==> src/design/mfr_pkg.sv <==
// package: register map, field layout, timing and lookup tables of the fault-response block
package mfr_pkg;

  // ------------------------------------------------------------
  // bus and register map
  // ------------------------------------------------------------
  localparam int             ADDR_W      = 8;
  localparam int             DATA_W      = 32;
  localparam logic [7:0]     ADDR_CFG    = 8'h00;
  localparam logic [7:0]     ADDR_STATUS = 8'h04;
  localparam logic [7:0]     ADDR_MASK   = 8'h08;
  localparam logic [7:0]     ADDR_CTRL   = 8'h0C;
  localparam logic [7:0]     ADDR_STATE  = 8'h10;

  // ------------------------------------------------------------
  // configuration field layout
  // ------------------------------------------------------------
  localparam int             CFG_W          = 19;
  localparam logic [18:0]    CFG_RESET      = 19'h00000;
  localparam int             LOCK_MODE_LSB  = 15;
  localparam int             LOCK_MODE_W    = 4;
  localparam int             FILT_LSB       = 11;
  localparam int             FILT_W         = 4;
  localparam int             UV_LIM_LSB     = 8;
  localparam int             UV_MODE_BIT    = 7;
  localparam int             OV_LIM_LSB     = 4;
  localparam int             OV_MODE_BIT    = 3;
  localparam int             RETRY_LSB      = 0;
  localparam int             LIM_W          = 3;
  localparam logic [3:0]     LOCK_LATCH_MAX = 4'h3;
  localparam logic [3:0]     LOCK_AUTO_MAX  = 4'h7;
  localparam logic [3:0]     LOCK_REPORT    = 4'h8;

  // ------------------------------------------------------------
  // status, control and state register bits
  // ------------------------------------------------------------
  localparam int             ST_W           = 4;
  localparam int             ST_LOCK        = 0;
  localparam int             ST_UV          = 1;
  localparam int             ST_OV          = 2;
  localparam int             ST_LATCH       = 3;
  localparam logic [3:0]     ST_RESET       = 4'h0;
  localparam int             CTRL_CLEAR_BIT = 0;
  localparam int             STS_RETRY_LSB  = 0;
  localparam int             STS_UV         = 5;
  localparam int             STS_OV         = 6;
  localparam int             STS_WAIT       = 7;
  localparam int             STS_LATCH      = 8;

  // ------------------------------------------------------------
  // timing and widths
  // ------------------------------------------------------------
  localparam int             CLK_PERIOD_NS = 50;
  localparam int             FILT_STEP_NS  = 1000;
  localparam int             FILT_STEP_CYC = (FILT_STEP_NS + CLK_PERIOD_NS - 1) / CLK_PERIOD_NS;
  localparam int             MV_W          = 16;
  localparam int             RETRY_W       = 5;
  localparam logic [4:0]     RETRY_MAX     = 5'h1F;

  typedef enum logic [2:0] {
    MFR_LK_IDLE  = 3'b001,
    MFR_LK_WAIT  = 3'b010,
    MFR_LK_LATCH = 3'b100
  } mfr_lock_state_t;

  typedef enum logic [4:0] {
    MFR_STAGE_RUN    = 5'h01,
    MFR_STAGE_OFF    = 5'h02,
    MFR_STAGE_RECIRC = 5'h04,
    MFR_STAGE_HS_ON  = 5'h08,
    MFR_STAGE_LS_ON  = 5'h10
  } mfr_stage_t;

  // ------------------------------------------------------------
  // lookup tables
  // ------------------------------------------------------------
  // low supply limit in millivolts, zero means no limit
  function automatic logic [15:0] mfr_low_limit_mv(input logic [2:0] code);
    case (code)
      3'h1:    return 16'h1194;
      3'h2:    return 16'h1388;
      3'h3:    return 16'h157C;
      3'h4:    return 16'h1770;
      3'h5:    return 16'h1D4C;
      3'h6:    return 16'h2710;
      3'h7:    return 16'h30D4;
      default: return 16'h0000;
    endcase
  endfunction

  // high supply limit in millivolts, zero means no limit
  function automatic logic [15:0] mfr_high_limit_mv(input logic [2:0] code);
    case (code)
      3'h1:    return 16'h4E20;
      3'h2:    return 16'h57E4;
      3'h3:    return 16'h61A8;
      3'h4:    return 16'h6B6C;
      3'h5:    return 16'h7530;
      3'h6:    return 16'h7EF4;
      3'h7:    return 16'h88B8;
      default: return 16'h0000;
    endcase
  endfunction

  // allowed automatic retries, zero means unlimited
  function automatic logic [4:0] mfr_retry_limit(input logic [2:0] code);
    case (code)
      3'h1:    return 5'h02;
      3'h2:    return 5'h03;
      3'h3:    return 5'h05;
      3'h4:    return 5'h07;
      3'h5:    return 5'h0A;
      3'h6:    return 5'h0F;
      3'h7:    return 5'h14;
      default: return 5'h00;
    endcase
  endfunction

endpackage

==> src/design/mfr_top.sv <==
// module: fault-response configuration and handling for a motor driver
// Behaviour
// - lock codes 0h-3h latch a lock fault, pull the fault pin low and set stage off, recirc, high-side or low-side.
// - lock codes 4h-7h clear a lock fault after the retry wait, same stages, and latch once retries are used up.
// - lock code 8h only reports a lock event and leaves the output stage running.
// - lock codes 9h-Fh disable lock detection; the mode field is four bits.
// - the lock condition is deglitched for code times one microsecond, code 0 meaning no filtering.
// - a three-bit code selects the low supply limit, 0 none, else 4.5 to 12.5 volts.
// - the low supply mode bit chooses latched (0) or self-clearing (1) undervoltage faults.
// - a three-bit code selects the high supply limit, 0 none, else 20 to 35 volts.
// - the high supply mode bit chooses latched (0) or self-clearing (1) overvoltage faults.
// - a three-bit code bounds automatic retries, 0 unlimited, else 2 to 20 attempts.
//
// Our own choices: the address map and strobed register access.
`timescale 1ns/1ps
module mfr_top
  import mfr_pkg::*;
(
  input  wire logic              clk,
  input  wire logic              reset,
  input  wire logic [ADDR_W-1:0] bus_addr,
  input  wire logic [DATA_W-1:0] bus_wdata,
  input  wire logic              bus_wr,
  input  wire logic              bus_rd,
  output logic      [DATA_W-1:0] bus_rdata,
  input  wire logic              current_lock_raw,
  input  wire logic [MV_W-1:0]   supply_mv,
  input  wire logic              lock_retry_wait_done,
  output logic                   lock_retry_wait_run,
  output mfr_stage_t             stage_mode,
  output logic                   fault_indicator_pin_n,
  output logic                   irq
);

  // ------------------------------------------------------------
  // declarations
  // ------------------------------------------------------------
  logic [CFG_W-1:0]       cfg_q;
  logic [ST_W-1:0]        status_q;
  logic [ST_W-1:0]        status_set;
  logic [ST_W-1:0]        mask_q;
  logic [RETRY_W-1:0]     retry_cnt_q;
  logic [1:0]             lk_resp_q;
  logic                   uv_fault_q;
  logic                   ov_fault_q;
  logic                   filt_q;
  logic                   lock_filt;
  logic                   lock_evt;
  logic                   clear_cmd;
  logic                   status_rd;
  logic                   uv_cond;
  logic                   ov_cond;
  logic                   retry_left;
  logic [LOCK_MODE_W-1:0] lock_mode;
  logic [LIM_W-1:0]       retry_code;
  logic [RETRY_W-1:0]     retry_lim;
  logic [MV_W-1:0]        uv_lim;
  logic [MV_W-1:0]        ov_lim;
  mfr_lock_state_t        lk_state_q;
  mfr_lock_state_t        lk_state_d;

  assign lock_mode  = cfg_q[LOCK_MODE_LSB +: LOCK_MODE_W];
  assign retry_code = cfg_q[RETRY_LSB +: LIM_W];
  assign retry_lim  = mfr_retry_limit(retry_code);
  assign uv_lim     = mfr_low_limit_mv(cfg_q[UV_LIM_LSB +: LIM_W]);
  assign ov_lim     = mfr_high_limit_mv(cfg_q[OV_LIM_LSB +: LIM_W]);
  assign clear_cmd  = bus_wr && bus_addr == ADDR_CTRL && bus_wdata[CTRL_CLEAR_BIT];
  assign status_rd  = bus_rd && bus_addr == ADDR_STATUS;

  // ------------------------------------------------------------
  // register writes
  // ------------------------------------------------------------
  always_ff @(posedge clk or posedge reset) begin
    if (reset) begin
      cfg_q <= CFG_RESET;
    end else if (bus_wr && bus_addr == ADDR_CFG) begin
      cfg_q <= bus_wdata[CFG_W-1:0];
    end
  end

  always_ff @(posedge clk or posedge reset) begin
    if (reset) begin
      mask_q <= ST_RESET;
    end else if (bus_wr && bus_addr == ADDR_MASK) begin
      mask_q <= bus_wdata[ST_W-1:0];
    end
  end

  // ------------------------------------------------------------
  // lock detection
  // ------------------------------------------------------------
  mfr_filter #(
    .STEP_CYC (FILT_STEP_CYC),
    .CODE_W   (FILT_W)
  ) u_filter (
    .clk      (clk),
    .reset    (reset),
    .raw_in   (current_lock_raw),
    .code     (cfg_q[FILT_LSB +: FILT_W]),
    .filt_out (lock_filt)
  );

  always_ff @(posedge clk or posedge reset) begin
    if (reset) begin
      filt_q <= 1'b0;
    end else begin
      filt_q <= lock_filt;
    end
  end

  // codes above report-only see no events at all
  assign lock_evt   = lock_filt && !filt_q && lock_mode <= LOCK_REPORT;
  assign retry_left = retry_lim == '0 || retry_cnt_q < retry_lim;

  always_comb begin
    lk_state_d = lk_state_q;
    case (lk_state_q)
      MFR_LK_IDLE: begin
        if (lock_evt && lock_mode <= LOCK_LATCH_MAX) begin
          lk_state_d = MFR_LK_LATCH;
        end else if (lock_evt && lock_mode <= LOCK_AUTO_MAX) begin
          lk_state_d = retry_left ? MFR_LK_WAIT : MFR_LK_LATCH;
        end
      end
      MFR_LK_WAIT: begin
        if (lock_retry_wait_done || clear_cmd) begin
          lk_state_d = MFR_LK_IDLE;
        end
      end
      MFR_LK_LATCH: begin
        if (clear_cmd) begin
          lk_state_d = MFR_LK_IDLE;
        end
      end
      default: lk_state_d = MFR_LK_IDLE;
    endcase
  end

  always_ff @(posedge clk or posedge reset) begin
    if (reset) begin
      lk_state_q <= MFR_LK_IDLE;
    end else begin
      lk_state_q <= lk_state_d;
    end
  end

  // stage chosen at the event, kept while the fault stands
  always_ff @(posedge clk or posedge reset) begin
    if (reset) begin
      lk_resp_q <= 2'h0;
    end else if (lk_state_q == MFR_LK_IDLE && lock_evt) begin
      lk_resp_q <= lock_mode[1:0];
    end
  end

  always_ff @(posedge clk or posedge reset) begin
    if (reset) begin
      retry_cnt_q <= '0;
    end else if (clear_cmd) begin
      retry_cnt_q <= RETRY_W'(lk_state_q == MFR_LK_IDLE && lk_state_d == MFR_LK_WAIT);
    end else if (lk_state_q == MFR_LK_IDLE && lk_state_d == MFR_LK_WAIT && retry_cnt_q != RETRY_MAX) begin
      retry_cnt_q <= retry_cnt_q + RETRY_W'(1);
    end
  end

  // ------------------------------------------------------------
  // supply limits
  // ------------------------------------------------------------
  assign uv_cond = uv_lim != '0 && supply_mv < uv_lim;
  assign ov_cond = ov_lim != '0 && supply_mv > ov_lim;

  always_ff @(posedge clk or posedge reset) begin
    if (reset) begin
      uv_fault_q <= 1'b0;
    end else if (uv_cond) begin
      uv_fault_q <= 1'b1;
    end else if (cfg_q[UV_MODE_BIT] || clear_cmd) begin
      uv_fault_q <= 1'b0;
    end
  end

  always_ff @(posedge clk or posedge reset) begin
    if (reset) begin
      ov_fault_q <= 1'b0;
    end else if (ov_cond) begin
      ov_fault_q <= 1'b1;
    end else if (cfg_q[OV_MODE_BIT] || clear_cmd) begin
      ov_fault_q <= 1'b0;
    end
  end

  // ------------------------------------------------------------
  // status and interrupt
  // ------------------------------------------------------------
  always_comb begin
    status_set           = '0;
    status_set[ST_LOCK]  = lock_evt;
    status_set[ST_UV]    = uv_cond && !uv_fault_q;
    status_set[ST_OV]    = ov_cond && !ov_fault_q;
    status_set[ST_LATCH] = lk_state_d == MFR_LK_LATCH && lk_state_q != MFR_LK_LATCH;
  end

  // a set in the clearing read cycle survives
  always_ff @(posedge clk or posedge reset) begin
    if (reset) begin
      status_q <= ST_RESET;
    end else begin
      status_q <= (status_rd ? ST_RESET : status_q) | status_set;
    end
  end

  always_ff @(posedge clk or posedge reset) begin
    if (reset) begin
      irq <= 1'b0;
    end else begin
      irq <= |(status_q & mask_q);
    end
  end

  // ------------------------------------------------------------
  // output stage and fault pin
  // ------------------------------------------------------------
  always_ff @(posedge clk or posedge reset) begin
    if (reset) begin
      stage_mode <= MFR_STAGE_RUN;
    end else if (lk_state_q != MFR_LK_IDLE) begin
      case (lk_resp_q)
        2'h0:    stage_mode <= MFR_STAGE_OFF;
        2'h1:    stage_mode <= MFR_STAGE_RECIRC;
        2'h2:    stage_mode <= MFR_STAGE_HS_ON;
        default: stage_mode <= MFR_STAGE_LS_ON;
      endcase
    end else if (uv_fault_q || ov_fault_q) begin
      stage_mode <= MFR_STAGE_OFF;
    end else begin
      stage_mode <= MFR_STAGE_RUN;
    end
  end

  always_ff @(posedge clk or posedge reset) begin
    if (reset) begin
      fault_indicator_pin_n <= 1'b1;
    end else begin
      fault_indicator_pin_n <= !(lk_state_q != MFR_LK_IDLE || uv_fault_q || ov_fault_q);
    end
  end

  always_ff @(posedge clk or posedge reset) begin
    if (reset) begin
      lock_retry_wait_run <= 1'b0;
    end else begin
      lock_retry_wait_run <= lk_state_q == MFR_LK_WAIT;
    end
  end

  // ------------------------------------------------------------
  // read data
  // ------------------------------------------------------------
  always_ff @(posedge clk or posedge reset) begin
    if (reset) begin
      bus_rdata <= '0;
    end else if (!bus_rd) begin
      bus_rdata <= '0;
    end else begin
      case (bus_addr)
        ADDR_CFG:    bus_rdata <= DATA_W'(cfg_q);
        ADDR_STATUS: bus_rdata <= DATA_W'(status_q);
        ADDR_MASK:   bus_rdata <= DATA_W'(mask_q);
        ADDR_STATE: begin
          bus_rdata                              <= '0;
          bus_rdata[STS_RETRY_LSB +: RETRY_W]    <= retry_cnt_q;
          bus_rdata[STS_UV]                      <= uv_fault_q;
          bus_rdata[STS_OV]                      <= ov_fault_q;
          bus_rdata[STS_WAIT]                    <= lk_state_q == MFR_LK_WAIT;
          bus_rdata[STS_LATCH]                   <= lk_state_q == MFR_LK_LATCH;
        end
        default:     bus_rdata <= '0;
      endcase
    end
  end
endmodule

==> src/design/mfr_filter.sv <==
// module: programmable deglitch filter for the current-lock comparator
`timescale 1ns/1ps
module mfr_filter
  import mfr_pkg::*;
#(
  parameter int STEP_CYC = FILT_STEP_CYC,
  parameter int CODE_W   = FILT_W
) (
  input  wire logic              clk,
  input  wire logic              reset,
  input  wire logic              raw_in,
  input  wire logic [CODE_W-1:0] code,
  output logic                   filt_out
);

  localparam int CNT_W = $clog2(STEP_CYC * ((1 << CODE_W) - 1) + 1);

  logic [CNT_W-1:0] cnt_q;
  logic [CNT_W-1:0] target;

  assign target = CNT_W'(code) * CNT_W'(STEP_CYC);

  // ------------------------------------------------------------
  // qualify time
  // ------------------------------------------------------------
  always_ff @(posedge clk or posedge reset) begin
    if (reset) begin
      cnt_q    <= '0;
      filt_out <= 1'b0;
    end else if (!raw_in) begin
      cnt_q    <= '0;
      filt_out <= 1'b0;
    end else if (code == '0 || cnt_q >= target - CNT_W'(1)) begin
      filt_out <= 1'b1;
    end else begin
      cnt_q    <= cnt_q + CNT_W'(1);
    end
  end
endmodule

==> config.mk <==
export PLATFORM = sky130hd
export DESIGN_NAME = mfr_top
export DESIGN_NICKNAME = d
export VERILOG_FILES = /design/src/design/mfr_pkg.sv /design/src/design/mfr_top.sv /design/src/design/mfr_filter.sv
export SDC_FILE = /design/constraint.sdc
export NUM_CORES = 1
export LEC_CHECK = 0
export ABC_AREA = 1
export BUFFER_PORTS_ARGS = -buffer_cell sky130_fd_sc_hd__buf_2
export CAP_MARGIN = 25
export CORE_MARGIN = 3
export CORE_UTILIZATION = 56
export DETAILED_ROUTE_END_ITERATION = 7
export PLACE_DENSITY = 0.81
export SYNTH_ARGS = -nofsm -noshare
export SYNTH_HDL_FRONTEND = slang
export SYNTH_HIERARCHICAL = 1
export SYNTH_SLANG_ARGS = --single-unit
==> constraint.sdc <==
create_clock -name clk -period 3 [get_ports clk]
set_input_delay 0.6 -clock clk [delete_from_list [all_inputs] [get_ports clk]]
set_output_delay 0.6 -clock clk [all_outputs]
set_load 0.01 [all_outputs]
==> results.md <==
- Status: completed
- Initial antenna violation count: 0
- Most used cell along the critical path: inv_2
- Drt total wl: 11900 um
- Setup crit start kind: flip-flop
- Switching part of the total: 0.283
- Power per cell area: 408 mW/mm^2
- CTS Sinks: 77
- Worst hold path type: input pin to async pin
- Crit path from: cfg_q[14]
- Die area: 0.0104 mm^2
- Final hold violations: 0
- Mapped Area: 0.00514 mm^2
- Tot Pwr: 2.38 mW
- Mapped Cells: 666
- Synth-to-layout area growth: 13.7%
- Seq/Total Area, Yosys: 0.376
- Ys Warns: 6
- Min Hold Slack: 251 ps
- VDD IR max: 278 uV
- CTS Buf Count: 9
- DRC Markers: 0
- Starting density of the core: 0.584
- TritonRoute pass-1 iters: 5
- R2R depth: 16
- Drt wl/cell: 13.8 um
- N_diodes: 0
- Internal power: 1.71 mW
- Overall global routing resource usage: 0.238
- Arr. time, crit path: 3260 ps
- Longest Clk Path Bufs: 2
- Clock power frac: 0.360
- Gpl congestion: 0.980
- Maxcap violations: 0
- Die width: 102 um
- Unique cell type count in the Yosys netlist: 44
- Synth Area per Inst: 7.72 um^2
- Net Sw Power: 0.674 mW
- Skew-Pair Late Insertion Delay: 360 ps
- CTS H-tree depth: 3
- Nets: 859
- Cells along the critical path: ha_1 > ha_2 > inv_2 > fa_1 > inv_2 > nor3_2 > xor2_1 > ha_1 > nand2_1 > inv_2 > nand2_2 > nor2_1 > nor2_4 > buf_4 > nand4_1 > nand2_1
- Peak Freq: 337 MHz
- Synthesized flop and latch total: 77
- Main combinational cell family by area after synthesis: simple AND/OR/NAND/NOR gates
- Num rows: 34
- DR iter-0 viols: 256
- First-pass GRT wire length: 19500 um
- Crit. path cell count: 16
- Crit-path leading delay family: adder cells
- Slowest Stage Delay on Critical Path: 510 ps
- R2R setup slack: 30 ps
- RSZ-0062 raised after global routing: true
- IO Port Bufs: 75
- Setup TNS: 0 ps
- Root buffer cell: clkbuf_8
- Clock slew at reported path FFs: 80 ps
- Number of routed nets with antenna violations: 0
- Post-Place Cells: 845
- Die outline height: 102 um
- Sequential share of power: 0.468
- Slew Limit Fails: 0
- CP bufs+invs: 4
- Adder-cell area share of the yosys netlist: 0.118
- Critical path peak fanout: 5
- Minimum clock period: 2970 ps
- Multiplexer area fraction after synthesis: 0
- Comb power frac: 0.172
- Setup CP Type: flip-flop to flip-flop
- Largest net degree at the start of global routing: 39
- Total number of vias: 4643
- Total grt overflow: 0
- # IOs: 102
- Post-Layout Cell Count: 862
- Slowest-stage cell, CP: fa_1
- CP endpoint kind: flip-flop
- R2r startpoint: cfg_q[14]
- Worst EP required: 3290 ps
- HPWL Detailed: 9160 um
- Simple-gate portion of the synthesized area: 0.269
- Fraction of layout cells with a size suffix above 1: 0.204
- Number of global-route vias before repair: 4393
- Core Region: 0.00881 mm^2
- P_leak: 3.44 nW
- Clock Skew: 16.5 ps
- Post-synthesis xor/xnor area fraction: 0.0170
- Worst slew margin: 0.482
- Slew at the pin with the worst max-slew slack: 776 ps
- Post-synthesis compound-gate area fraction: 0.102
- TritonCTS clock tree: yes
- Via-to-Cell Ratio: 5.39
- Fin crit share: 0.989
- Final setup fails: 0
- Hold-fix buffers, CTS: 0
path summary, 6_finish.rpt:
| path | to |
|---|---|
| worst max-delay path | u_filter/cnt_q[5] |
| worst min-delay path | u_filter/cnt_q[8] |
| worst max register to register | u_filter/cnt_q[5] |
| worst min register to register | filt_q |
| max in group asynchronous | cfg_q[8] |
| min in group clk | filt_q |
cells in the mapped netlist, drive strengths merged:
cell    count  area (um^2)
nor3       14         86.3
ha         47          588
o21ai      31          170
and2        1         6.26
o21bai      2         15.0
or2         2         12.5
clkbuf      4         25.0
o21a        1         7.51
a31oi       2         12.5
o211a       1         10.0
nand3      49          255
inv       108          405
xor2        5         43.8
clkinv      2         8.75
fa          1         20.0
a21oi      37          241
dfrtp      74         1850
nor2       71          279
xnor2       5         43.8
nand2     158          616
a21boi      2         15.0
o211ai      2         15.0
nand3b      2         27.5
o32ai       1         8.76
conb        1         3.75
dfstp       3         78.8
o22ai       5         31.3
nand4      16          100
buf        19          161
layout by cell type, fill, tap and decap left out, drive strengths merged:
cell	count
nand2	158
inv	109
buf	83
dfrtp	74
nor2	71
nand3	49
ha	47
a21oi	37
o21ai	31
nand4	16
nor3	14
conb	13
clkbuf	11
o22ai	5
xor2	5
xnor2	5
clkinv	4
dfstp	3
o21bai	2
a21boi	2
o211ai	2
or2	2
a31oi	2
bufinv	2
nand3b	2
o21a	1
o211a	1
o32ai	1
and2	1
fa	1
per-stage QoR:
step                      worst slack (ps)   util  instance area [um^2]
after CTS                             8.12  0.659                  5810
after global placement                98.8  0.632                  5560
after detailed placement             -45.7  0.632                  5560
final                                 32.1  0.663                  5840
after floorplan                        219      -                  5180
after global routing                  -137  0.663                  5840
sequential cells by signal, summed over array words and instances (netlist names):
name,count
retry_cnt_q,5
u_filter/filt_out,1
ov_fault_q,1
bus_rdata,19
uv_fault_q,1
filt_q,1
u_filter/cnt_q,9
lk_resp_q,2
lock_retry_wait_run,1
lk_state_q,3
irq,1
fault_indicator_pin_n,1
stage_mode,5
cfg_q,19
status_q,4
mask_q,4
power groups by stage:
stage / combinational [mW] / sequential [mW] / clock (mW)
4_1_cts: 0.400 / 1.12 / 0.872
2_1_floorplan: 0.287 / 1.13 / 0
3_3_place_gp: 0.374 / 1.13 / 0
5_1_grt: 0.471 / 1.12 / 0.927
3_5_place_dp: 0.393 / 1.13 / 0
6_report: 0.410 / 1.12 / 0.859
routing by layer:
layer,GRT usage,wire (um)
met5,0,0
met4,0.0890,265
met3,0.0468,685
met2,0.405,5920
met1,0.300,5040
worst register-to-register path, delay by kind of cell, from the launching register on:
kind | cells | cell delay [ps]
flip-flops | 1 | 390
buffers and inverters | 4 | 320
AND/OR/NAND/NOR | 7 | 780
XOR/XNOR | 1 | 180
adder cells (fa/ha/maj) | 4 | 1250
cells by family (layout without fill, tap and decap cells):
group	count (synthesis)	count (layout)
AND/OR/NAND/NOR	313	313
buffers and inverters	133	209
AO/OA/AOI/OAI	84	84
flip-flops	77	77
adder cells (fa/ha/maj)	48	48
XOR/XNOR	10	10
other	1	13
cell type report:
type / count / area [um^2]
Timing Repair Buffer: 83 / 439
Multi-Input combinational cell: 468 / 2710
Clock inverter: 5 / 82.6
Tap cell: 108 / 135
Clock buffer: 11 / 131
Sequential cell: 77 / 1930
Fill cell: 748 / 2960
Inverter: 110 / 414
what timing repair did:
action | in CTS | in global routing
setup buffers | 1 | 0
resized for setup | 5 | 13
pin swaps | 3 | 11
setup endpoints to repair | 10 | 11
(Power assumes the default switching activity.)
